==> src/ucr_defs.vh <==
`ifndef UCR_DEFS_VH
`define UCR_DEFS_VH

// Serial timing
`define UCR_CLK_HZ        250000000
`define UCR_BAUD          115200
`define UCR_BIT_CYC       (`UCR_CLK_HZ / `UCR_BAUD)
`define UCR_HALF_CYC      (`UCR_BIT_CYC / 2)
`define UCR_DATA_BITS     8
`define UCR_FRAME_BITS    10

// Buffer
`define UCR_FIFO_DEPTH    8
`define UCR_PTR_W         3
`define UCR_CNT_W         4

// Byte classes and command map
`define UCR_ADDR_FLAG_BIT 7
`define UCR_ADDR_LAST     8'h9_F
`define UCR_ADDR_MMO_MODE 8'h8_0
`define UCR_MMO_MODE_LAST 7'h0_2

// Output pin functions
`define UCR_MMO_LEVEL     2'h0
`define UCR_MMO_PWM       2'h1
`define UCR_MMO_SERIAL    2'h2
`define UCR_MMO_RESET     `UCR_MMO_LEVEL

`endif

==> src/ucr_receiver.v <==
`timescale 1ns/1ps
`include "ucr_defs.vh"

module ucr_receiver (
	input  wire       clk,
	input  wire       rst,
	input  wire       ce,
	input  wire       uart_rx,
	input  wire       detect_level,
	input  wire       pwm_level,
	input  wire       tx_valid,
	input  wire [7:0] tx_data,
	output wire       tx_ready,
	input  wire       err_clear,
	output reg        multimode_output_pin,
	output reg  [1:0] mmo_mode_reg,
	output reg        cmd_valid_reg,
	output reg  [7:0] cmd_addr_reg,
	output reg  [6:0] cmd_param_reg,
	output reg        err_noise_reg,
	output reg        err_frame_reg,
	output reg        err_overrun_reg,
	output reg        err_syntax_reg,
	output wire [3:0] fifo_level
);

	////////////////////////////////////////////////////////////////////////
	localparam [3:0] RX_IDLE  = 4'b0001;
	localparam [3:0] RX_START = 4'b0010;
	localparam [3:0] RX_DATA  = 4'b0100;
	localparam [3:0] RX_STOP  = 4'b1000;
	localparam [1:0] TX_IDLE  = 2'b01;
	localparam [1:0] TX_SHIFT = 2'b10;
	// Counts fit twelve bits at this clock; the slice makes the cut explicit
	localparam integer BIT_CYC_I  = `UCR_BIT_CYC;
	localparam integer HALF_CYC_I = `UCR_HALF_CYC;
	localparam [11:0]  BIT_CYC    = BIT_CYC_I[11:0];
	localparam [11:0]  HALF_CYC   = HALF_CYC_I[11:0];

	// Address decode used by the parser for the validity check; value checks use value_legal
	function addr_known;
		input [7:0] a;
		begin
			addr_known = a[`UCR_ADDR_FLAG_BIT] && (a <= `UCR_ADDR_LAST);
		end
	endfunction

	function value_legal;
		input [7:0] a;
		input [6:0] v;
		begin
			if (a == `UCR_ADDR_MMO_MODE)
				value_legal = (v <= `UCR_MMO_MODE_LAST);
			else
				value_legal = 1'b1;
		end
	endfunction

	////////////////////////////////////////////////////////////////////////
	// Receive framing
	reg  [3:0]  rx_state_reg;
	reg  [11:0] rx_cnt_reg;
	reg  [2:0]  rx_bit_reg;
	reg  [7:0]  rx_shift_reg;
	reg         rx_prev_reg;
	reg         ev_noise;
	reg         ev_frame;
	reg         ev_byte;
	wire        rx_fall = rx_prev_reg & ~uart_rx;
	wire        rx_tick = (rx_cnt_reg == 12'h0_000);

	// No running-mode input gates this path: sleep never blocks reception
	always @(posedge clk or posedge rst) begin
		if (rst) begin
			rx_state_reg <= RX_IDLE;
			rx_cnt_reg   <= 12'h0_000;
			rx_bit_reg   <= 3'h0;
			rx_shift_reg <= 8'h0_0;
			rx_prev_reg  <= 1'b1;
			ev_noise     <= 1'b0;
			ev_frame     <= 1'b0;
			ev_byte      <= 1'b0;
		end else if (ce) begin
			rx_prev_reg <= uart_rx;
			ev_noise    <= 1'b0;
			ev_frame    <= 1'b0;
			ev_byte     <= 1'b0;
			if (!rx_tick)
				rx_cnt_reg <= rx_cnt_reg - 12'h0_001;
			case (rx_state_reg)
			RX_IDLE: begin
				// Only a falling edge starts a frame, so a dropped byte resyncs here
				if (rx_fall) begin
					rx_cnt_reg   <= HALF_CYC - 12'h0_001;
					rx_state_reg <= RX_START;
				end
			end
			RX_START: begin
				if (rx_tick) begin
					if (uart_rx) begin
						ev_noise     <= 1'b1;
						rx_state_reg <= RX_IDLE;
					end else begin
						rx_cnt_reg   <= BIT_CYC - 12'h0_001;
						rx_bit_reg   <= 3'h0;
						rx_state_reg <= RX_DATA;
					end
				end
			end
			RX_DATA: begin
				if (rx_tick) begin
					// Least significant bit arrives first
					rx_shift_reg <= {uart_rx, rx_shift_reg[7:1]};
					rx_cnt_reg   <= BIT_CYC - 12'h0_001;
					rx_bit_reg   <= rx_bit_reg + 3'h1;
					if (rx_bit_reg == 3'h7)
						rx_state_reg <= RX_STOP;
				end
			end
			RX_STOP: begin
				if (rx_tick) begin
					// Back to idle mid stop bit leaves half a bit to catch the next edge
					if (uart_rx)
						ev_byte <= 1'b1;
					else
						ev_frame <= 1'b1;
					rx_state_reg <= RX_IDLE;
				end
			end
			default: rx_state_reg <= RX_IDLE;
			endcase
		end
	end

	////////////////////////////////////////////////////////////////////////
	// Eight-entry buffer between framing and parser
	reg  [7:0] fifo_mem [0:`UCR_FIFO_DEPTH-1];
	reg  [2:0] wr_ptr_reg;
	reg  [2:0] rd_ptr_reg;
	reg  [3:0] count_reg;
	wire       fifo_full  = (count_reg == `UCR_FIFO_DEPTH);
	wire       fifo_empty = (count_reg == 4'h0);
	wire       push       = ev_byte & ~fifo_full;
	wire       ev_overrun = ev_byte & fifo_full;
	wire       pop        = ~fifo_empty;
	wire [7:0] head       = fifo_mem[rd_ptr_reg];

	assign fifo_level = count_reg;

	always @(posedge clk) begin
		if (ce && push)
			fifo_mem[wr_ptr_reg] <= rx_shift_reg;
	end

	always @(posedge clk or posedge rst) begin
		if (rst) begin
			wr_ptr_reg <= 3'h0;
			rd_ptr_reg <= 3'h0;
			count_reg  <= 4'h0;
		end else if (ce) begin
			if (push)
				wr_ptr_reg <= wr_ptr_reg + 3'h1;
			if (pop)
				rd_ptr_reg <= rd_ptr_reg + 3'h1;
			case ({push, pop})
			2'b10:   count_reg <= count_reg + 4'h1;
			2'b01:   count_reg <= count_reg - 4'h1;
			default: count_reg <= count_reg;
			endcase
		end
	end

	////////////////////////////////////////////////////////////////////////
	// Command parser
	// Line faults clear the pending address at once, even if older bytes still wait in the buffer
	reg        pend_valid_reg;
	reg  [7:0] pend_addr_reg;
	reg        ev_syntax;
	wire       line_fault = ev_noise | ev_frame | ev_overrun;
	wire       head_addr  = head[`UCR_ADDR_FLAG_BIT];

	always @(posedge clk or posedge rst) begin
		if (rst) begin
			pend_valid_reg <= 1'b0;
			pend_addr_reg  <= 8'h0_0;
			cmd_valid_reg  <= 1'b0;
			cmd_addr_reg   <= 8'h0_0;
			cmd_param_reg  <= 7'h0_0;
			ev_syntax      <= 1'b0;
			mmo_mode_reg   <= `UCR_MMO_RESET;
		end else if (ce) begin
			cmd_valid_reg <= 1'b0;
			ev_syntax     <= 1'b0;
			if (pop && head_addr) begin
				// Latest address replaces any earlier one silently
				pend_valid_reg <= 1'b1;
				pend_addr_reg  <= head;
			end else if (pop) begin
				// Parameter byte ends the pair either way
				pend_valid_reg <= 1'b0;
				if (!pend_valid_reg)
					ev_syntax <= 1'b1;
				else if (!addr_known(pend_addr_reg))
					ev_syntax <= 1'b1;
				else if (!value_legal(pend_addr_reg, head[6:0]))
					ev_syntax <= 1'b1;
				else begin
					cmd_valid_reg <= 1'b1;
					cmd_addr_reg  <= pend_addr_reg;
					cmd_param_reg <= head[6:0];
					if (pend_addr_reg == `UCR_ADDR_MMO_MODE)
						mmo_mode_reg <= head[1:0];
				end
			end
			if (line_fault)
				pend_valid_reg <= 1'b0;
		end
	end

	////////////////////////////////////////////////////////////////////////
	// Sticky error flags; a new event beats a clear in the same cycle
	always @(posedge clk or posedge rst) begin
		if (rst) begin
			err_noise_reg   <= 1'b0;
			err_frame_reg   <= 1'b0;
			err_overrun_reg <= 1'b0;
			err_syntax_reg  <= 1'b0;
		end else if (ce) begin
			err_noise_reg   <= ev_noise   | (err_noise_reg   & ~err_clear);
			err_frame_reg   <= ev_frame   | (err_frame_reg   & ~err_clear);
			err_overrun_reg <= ev_overrun | (err_overrun_reg & ~err_clear);
			err_syntax_reg  <= ev_syntax  | (err_syntax_reg  & ~err_clear);
		end
	end

	////////////////////////////////////////////////////////////////////////
	// Transmit path on the output pin
	reg  [1:0]  tx_state_reg;
	reg  [11:0] tx_cnt_reg;
	reg  [3:0]  tx_bit_reg;
	reg  [9:0]  tx_shift_reg;
	wire        serial_mode = (mmo_mode_reg == `UCR_MMO_SERIAL);

	// Host replies (status, settings) only flow in serial function
	assign tx_ready = serial_mode & tx_state_reg[0];

	always @(posedge clk or posedge rst) begin
		if (rst) begin
			tx_state_reg <= TX_IDLE;
			tx_cnt_reg   <= 12'h0_000;
			tx_bit_reg   <= 4'h0;
			tx_shift_reg <= 10'h3_FF;
		end else if (ce) begin
			case (tx_state_reg)
			TX_IDLE: begin
				tx_shift_reg <= 10'h3_FF;
				if (tx_valid && serial_mode) begin
					// Stop, data, start: shifted out LSB first
					tx_shift_reg <= {1'b1, tx_data, 1'b0};
					tx_cnt_reg   <= BIT_CYC - 12'h0_001;
					tx_bit_reg   <= 4'h0;
					tx_state_reg <= TX_SHIFT;
				end
			end
			TX_SHIFT: begin
				if (tx_cnt_reg != 12'h0_000)
					tx_cnt_reg <= tx_cnt_reg - 12'h0_001;
				else begin
					tx_cnt_reg   <= BIT_CYC - 12'h0_001;
					tx_shift_reg <= {1'b1, tx_shift_reg[9:1]};
					tx_bit_reg   <= tx_bit_reg + 4'h1;
					if (tx_bit_reg == `UCR_FRAME_BITS - 1)
						tx_state_reg <= TX_IDLE;
				end
			end
			default: tx_state_reg <= TX_IDLE;
			endcase
		end
	end

	////////////////////////////////////////////////////////////////////////
	// Pin function select, registered so the pin never glitches
	always @(posedge clk or posedge rst) begin
		if (rst)
			multimode_output_pin <= 1'b0;
		else if (ce) begin
			case (mmo_mode_reg)
			`UCR_MMO_LEVEL:  multimode_output_pin <= detect_level;
			`UCR_MMO_PWM:    multimode_output_pin <= pwm_level;
			`UCR_MMO_SERIAL: multimode_output_pin <= tx_shift_reg[0];
			default:         multimode_output_pin <= detect_level;
			endcase
		end
	end

endmodule

==> config.mk <==
export PLATFORM = sky130hd
export DESIGN_NAME = ucr_receiver
export DESIGN_NICKNAME = d
export VERILOG_FILES = /design/src/ucr_receiver.v
export VERILOG_INCLUDE_DIRS = /design/src
export SDC_FILE = /design/constraint.sdc
export NUM_CORES = 1
export LEC_CHECK = 0
export ABC_AREA = 1
export ABC_CLOCK_PERIOD_IN_PS = 3200
export BUFFER_PORTS_ARGS = -buffer_cell sky130_fd_sc_hd__buf_2
export CAP_MARGIN = 20
export CORE_MARGIN = 1
export CORE_UTILIZATION = 40
export CTS_BUF_LIST = sky130_fd_sc_hd__clkbuf_8
export DETAILED_ROUTE_END_ITERATION = 6
export PLACE_DENSITY = 0.66
export SYNTH_ARGS = -nofsm -noshare
export SYNTH_HDL_FRONTEND = slang
export SYNTH_SLANG_ARGS = --single-unit
==> constraint.sdc <==
create_clock -name clk -period 3.2 [get_ports clk]
set_input_delay 0.16 -clock clk [delete_from_list [all_inputs] [get_ports clk]]
set_output_delay 0.16 -clock clk [all_outputs]
set_load 0.01 [all_outputs]
==> impl_metrics.json, run 1 <==
{
  "drtIter0Drc": 316,
  "finalSetupTns_ps": 0,
  "placedInstanceArea_mm2": 0.00818,
  "cts_made_buffers": 17,
  "multi_input_area_mm2": 0.00260,
  "setup_ws_ps": 792,
  "final_common_cell": "nand2_1",
  "p_total_w": 0.00666,
  "ant_nets": 0,
  "grt_pass1_vias": 5374,
  "nNetsFinal": 933,
  "synth_edf_count": 64,
  "crit_required_ps": 3550,
  "yosysWarnings": 0,
  "critPathCaptureType": "flip-flop",
  "postCtsSetupBuffers": 0,
  "ys_seq_area_frac": 0.579,
  "syn-num-nets": 871,
  "cts_hold_buf": 11,
  "slew_viol_final": 0,
  "dp_hpwl_um": 10600,
  "fmax_ghz": 0.415,
  "rsz0062_at_grt": "no",
  "grt_usage": 0.171,
  "grt_antenna_before_repair": 0,
  "slew_headroom": 0.422,
  "cts_tree": "yes",
  "power.leakage_nw": 4.00,
  "drcViolationCount": 0,
  "grt_max_degree": 102,
  "vias_per_cell": 4.83,
  "wl_per_cell_um": 13.5,
  "ys_types": 44,
  "rows": 50,
  "start_kind": "flip-flop",
  "syn2layout_area_growth_pct": 13.2,
  "ctsResizeCount": 0,
  "synth_area_mm2": 0.00771,
  "status": "completed",
  "largest_reg_flops": 64,
  "grt_overflow": 0,
  "synth_top_family_by_area": "simple AND/OR/NAND/NOR gates",
  "clockRootBuffer": "clkbuf_8",
  "insertion_delay_ps": 460,
  "core_area_mm2": 0.0188,
  "peakVddDrop_v": 0.000272,
  "finClkSkew_ps": 12.9,
  "port-buffer-count": 43,
  "final_cell_mix": "nand2_1, inv_1, nor2_1",
  "dpl_worst_slack_ps": 803,
  "drtPass1Iterations": 6,
  "num_vias": 5670,
  "path_clk_slew_ps": 90,
  "ioPinCount": 44,
  "drive_above_1_share": 0.124,
  "synth-simple-area-share": 0.214,
  "dieArea_mm2": 0.0198,
  "worstHoldPathType": "input port to flip-flop",
  "period_needed_ps": 2410,
  "setup_viol": 0,
  "synth_compound_area_frac": 0.0818,
  "netlist_instances": 839,
  "seq_area_mm2": 0.00446,
  "grt_pass1_wl_um": 26600,
  "initial_core_util": 0.410,
  "arrival_ps": 2760,
  "final_hold_viol_count": 0,
  "synthMuxAreaShare": 0,
  "routed_wl_um": 15900,
  "clockBufferDepth": 2,
  "crit_type": "flip-flop to flip-flop",
  "maxCapViolations": 0,
  "min_period_over_period": 0.752,
  "avgSynthCellArea_um2": 9.19,
  "synthAdderAreaFrac": 0.0269,
  "synth-seq-cells": 165,
  "synth_xor_xnor_area_share": 0.0136,
  "power_per_cell_area_mw_per_mm2": 762,
  "design_area_mm2": 0.00873,
  "ys_async_sr_fraction": 0.612,
  "ys.flop_type": "dfrtp_1",
  "critPathMaxFanout": 5,
  "worst-slew-pin-transition_ps": 859,
  "fillers": 1777,
  "die_h_um": 141,
  "clock_sinks": 165,
  "die_w_um": 141,
  "htree_levels": 4,
  "gp_congestion": 0.801
}
-- critical path: stages, from the launching register on --
cell and delay (ps):
dfrtp_1 430, nor2_1 220, nand3_1 270, ha_1 340
ha_1 330, nand2_1 90, nor2_1 40, a211oi_1 250
nand2_1 90, nand2_1 60, nor2_1 50, xor2_1 140
-- cells by family (layout without fill, tap and decap cells) --
logic type | Yosys count | count (layout)
DFF | 165 | 165
and+or+nand+nor | 387 | 387
other | 0 | 1
xor gates and xnor gates | 12 | 12
adders and majority gates | 16 | 16
buffers and inverters | 148 | 223
AOI/OAI and AO/OA | 111 | 111
-- synth_stat cells (all sizes together) (2+ instances only) --
master / n / share of area
buf: 17 / 0.020
clkbuf: 6 / 0.0029
a31oi: 2 / 0.0016
edfxtp: 64 / 0.25
or2: 2 / 0.0016
o21a: 4 / 0.0039
o22ai: 11 / 0.0089
xor2: 10 / 0.011
clkinv: 3 / 0.0015
xnor2: 2 / 0.0023
nand3b: 3 / 0.0029
dfstp: 12 / 0.041
dfrtp: 89 / 0.29
a21oi: 24 / 0.016
o31ai: 4 / 0.0039
inv: 122 / 0.060
nand4: 19 / 0.015
o21ai: 56 / 0.037
ha: 15 / 0.024
o211ai: 2 / 0.0019
nor3: 8 / 0.0052
a22o: 3 / 0.0034
nor4: 3 / 0.0024
nand2: 197 / 0.097
nand3: 59 / 0.041
nor2: 95 / 0.049
-- cell type report --
class,count,area share
antenna,1,0.000287
clock buffer,19,0.0300
clock inverter,13,0.0199
inverter,125,0.0546
multi-input combinational,526,0.298
sequential,165,0.511
tap,260,0.0373
timing repair buffer,66,0.0490
-- metrics by stage --
step / instances / util / hold WS [ps]
global placement: 1131 / 0.434 / 335
detailed placement: 1131 / 0.434 / 333
global route: 1174 / 0.463 / 80.3
floorplan: 839 / - / 274
finish: 1175 / 0.464 / 50.5
CTS: 1174 / 0.463 / 31.8
-- power by group --
| part | leakage, nW | switching (W) | internal, W | total (W) |
|---|---|---|---|---|
| Sequential | 1.82 | 0.000341 | 0.00254 | 0.00288 |
| Clock | 0.220 | 0.000796 | 0.000826 | 0.00162 |
| Combinational | 1.96 | 0.00139 | 0.000756 | 0.00215 |
-- path summary, 6_finish.rpt --
path,startpoint,endpoint,slack [ps],cells past startpoint
max,fifo_level[1],fifo_level[3],790,11
min,err_clear,err_frame_reg,50,4
max reg2reg,fifo_level[1],fifo_level[3],790,11
min reg2reg,pend_addr_reg[7],pend_addr_reg[7],460,2
max in group asynchronous,rst,rx_state_reg[0],2410,4
min in group asynchronous,rst,tx_bit_reg[0],350,4
-- per-layer routing --
layer  share of wire  global-route usage
met2            0.46               0.268
met5               0                   0
met4           0.018              0.0641
met3           0.029              0.0326
met1            0.49               0.234
No activity file was read; power rests on OpenSTA's default activity.
==> inputs of run 2 (changes only) <==
--- a/config.mk
+++ b/config.mk
@@ -6,8 +6,8 @@
 export SDC_FILE = /design/constraint.sdc
 export NUM_CORES = 1
 export LEC_CHECK = 0
-export ABC_AREA = 1
-export ABC_CLOCK_PERIOD_IN_PS = 3200
+export ABC_AREA = 0
+export ABC_CLOCK_PERIOD_IN_PS = 2500
 export BUFFER_PORTS_ARGS = -buffer_cell sky130_fd_sc_hd__buf_2
 export CAP_MARGIN = 20
 export CORE_MARGIN = 1
==> constraint.sdc (replaced) <==
create_clock -name clk -period 2.5 [get_ports clk]
set_input_delay 0.125 -clock clk [delete_from_list [all_inputs] [get_ports clk]]
set_output_delay 0.125 -clock clk [all_outputs]
set_load 0.01 [all_outputs]
==> run 2 against run 1 <==
  * The flow now finishes with violations (DRC)
  * Fmax up 0.48%
  * Routed wire length down 6.4%
  * Synthesized cell count down 30%
  * Critical path depth down 4
  * Sequential share of layout area up 0.40 points
  * Via count down 13%
  * Largest cell class unchanged
  * Synthesized area down 3.7%
  * Flip-flop and latch count unchanged
==> impl_metrics.json, run 2 <==
{
  "critPathMaxFanout": 20,
  "drtPass1Iterations": 7,
  "syn2layout_area_growth_pct": 16.6,
  "final_common_cell": "dfrtp_1",
  "rows": 49,
  "ioPinCount": 44,
  "status": "finished, violations left",
  "netlist_instances": 588,
  "multi_input_area_mm2": 0.00280,
  "largest_reg_flops": 64,
  "num_vias": 4912,
  "worst-slew-pin-transition_ps": 766,
  "seq_area_mm2": 0.00447,
  "maxCapViolations": 0,
  "ys_seq_area_frac": 0.601,
  "core_area_mm2": 0.0181,
  "ant_nets": 0,
  "port-buffer-count": 43,
  "routed_wl_um": 14900,
  "grt_pass1_wl_um": 25200,
  "cts_tree": "yes",
  "worstHoldStart": "ce",
  "setup_viol": 0,
  "setup_ws_ps": 104,
  "synth_area_mm2": 0.00743,
  "grt_pass1_vias": 4943,
  "grt_max_degree": 53,
  "synth-seq-cells": 165,
  "grt_antenna_before_repair": 0,
  "ys_types": 67,
  "violations": "DRC",
  "p_total_w": 0.00769,
  "drtIter0Drc": 409,
  "die_h_um": 138,
  "slew_viol_final": 0,
  "yosys-top-cells-area": "dfrtp_1, edfxtp_1, dfstp_2, mux4_2, mux2_2",
  "synth_most_common_cell": "dfrtp_1",
  "gp_congestion": 0.813,
  "rr_startpoint": "rd_ptr_reg[0]",
  "yosysWarnings": 0,
  "synth_common_cells": "dfrtp_1, edfxtp_1, nand2_1",
  "initial_core_util": 0.411,
  "slew_headroom": 0.488,
  "peakVddDrop_v": 0.000330,
  "clockBufferDepth": 2,
  "crit_start": "rd_ptr_reg[0]",
  "die_w_um": 138,
  "finClkSkew_ps": 10.7,
  "r2r_setup_slack_ps": 100,
  "clock_sinks": 165,
  "grt_usage": 0.167,
  "ys.flop_type": "dfrtp_1",
  "drcViolationCount": 16,
  "power_frac_seq": 0.465,
  "dpl_worst_slack_ps": 30.4,
  "insertion_delay_ps": 460,
  "fillers": 1561,
  "power_switching_w": 0.00257,
  "path_clk_slew_ps": 90,
  "p_int_w": 0.00512,
  "cts_made_buffers": 17,
  "combPwrFrac": 0.294,
  "syn-num-nets": 620,
  "nNetsFinal": 708,
  "yosysTopAreaCellShare": 0.300,
  "yosysTopAreaCell": "dfrtp_1",
  "drive_above_1_share": 0.257,
  "final_cell_mix": "dfrtp_1, edfxtp_1, nand2_1",
  "clockRootBuffer": "clkbuf_8",
  "vias_per_cell": 5.35,
  "critPathCaptureType": "flip-flop",
  "fmax_ghz": 0.417,
  "crit_required_ps": 2850,
  "wl_per_cell_um": 16.2,
  "arrival_ps": 2740,
  "dp_hpwl_um": 10500,
  "power_per_cell_area_mw_per_mm2": 887,
  "avgSynthCellArea_um2": 12.6,
  "power.leakage_nw": 3.69,
  "htree_levels": 4,
  "grt_overflow": 0,
  "worstHoldPathType": "input port to flip-flop",
  "final_hold_viol_count": 0,
  "period_needed_ps": 2400,
  "start_kind": "flip-flop",
  "crit_type": "flip-flop to flip-flop",
  "dieArea_mm2": 0.0191,
  "synth_edf_count": 64,
  "p_sw_frac": 0.334,
  "min_period_over_period": 0.958,
  "antenna_cells": 0,
  "ys_async_sr_fraction": 0.612,
  "p_clk_frac": 0.241
}
==> run 2: final cells by class <==
type                            instances  share of cell area
Clock buffer                           17              0.0270
Sequential cell                       165               0.515
Inverter                               26              0.0117
Tap cell                              229              0.0331
Multi-Input combinational cell        379               0.323
Clock inverter                         15              0.0172
Timing Repair Buffer                   87              0.0722
==> run 2: cells by family after synthesis <==
group | after synthesis | synth area share
simple gates | 178 | 0.121
xor+xnor | 17 | 0.0200
buf+inv | 44 | 0.0263
compound gates | 113 | 0.0990
mux | 55 | 0.104
flops | 165 | 0.601
fa+ha+maj | 16 | 0.0280
==> run 2: layer usage <==
metal | track usage | share of wire | vias to the layer above
met1 | 0.221 | 0.46 | 2465
met3 | 0.0360 | 0.035 | 20
met5 | 0 | 0 | -
met4 | 0.0556 | 0.016 | 0
met2 | 0.273 | 0.49 | 97
li1 | - | - | 2330
==> run 2: final timing paths <==
| kind | depth (start not counted) | endpoint |
|---|---|---|
| max reg2reg | 7 | cmd_param_reg[1] |
| max in group asynchronous | 4 | tx_state_reg[0] |
| max | 7 | cmd_param_reg[1] |
| min in group asynchronous | 3 | rx_cnt_reg[9] |
| min reg2reg | 1 | cmd_addr_reg[7] |
| min | 3 | rd_ptr_reg[0] |
==> run 2: power by group through the flow <==
stage	Combinational (W)	Sequential, W	Clock (W)
after floorplan	0.00157	0.00358	0
after global placement	0.00214	0.00358	0
after detailed placement	0.00222	0.00361	0
after CTS	0.00224	0.00356	0.00189
after global routing	0.00249	0.00364	0.00201
final	0.00226	0.00357	0.00185
==> run 2: critical path, stage by stage (launching register included) <==
cell and delay, ps:
dfrtp_1 390, buf_12 200, mux4_2 550, a211oi_2 260
o211ai_2 200, a21oi_4 220, buf_12 150, mux2_4 300
==> run 2: through the flow <==
stage | utilization | std cells | cell area, um2 | hold WS (ps) | setup TNS (ps)
floorplan | - | 588 | 7430 | 275 | 0
global placement | 0.448 | 873 | 8110 | 279 | 0
detailed placement | 0.448 | 873 | 8110 | 300 | 0
CTS | 0.476 | 917 | 8610 | 8.74 | 0
global route | 0.479 | 918 | 8660 | 25.7 | -116
finish | 0.479 | 918 | 8660 | 26.2 | 0
==> run 2: timing repair <==
action / in CTS / in global routing
hold buffers: 12 / 0
hold endpoints to repair: 35 / 0
buffers inserted: 0 / 1
setup endpoints to repair: 0 / 19
resized for setup: 0 / 7
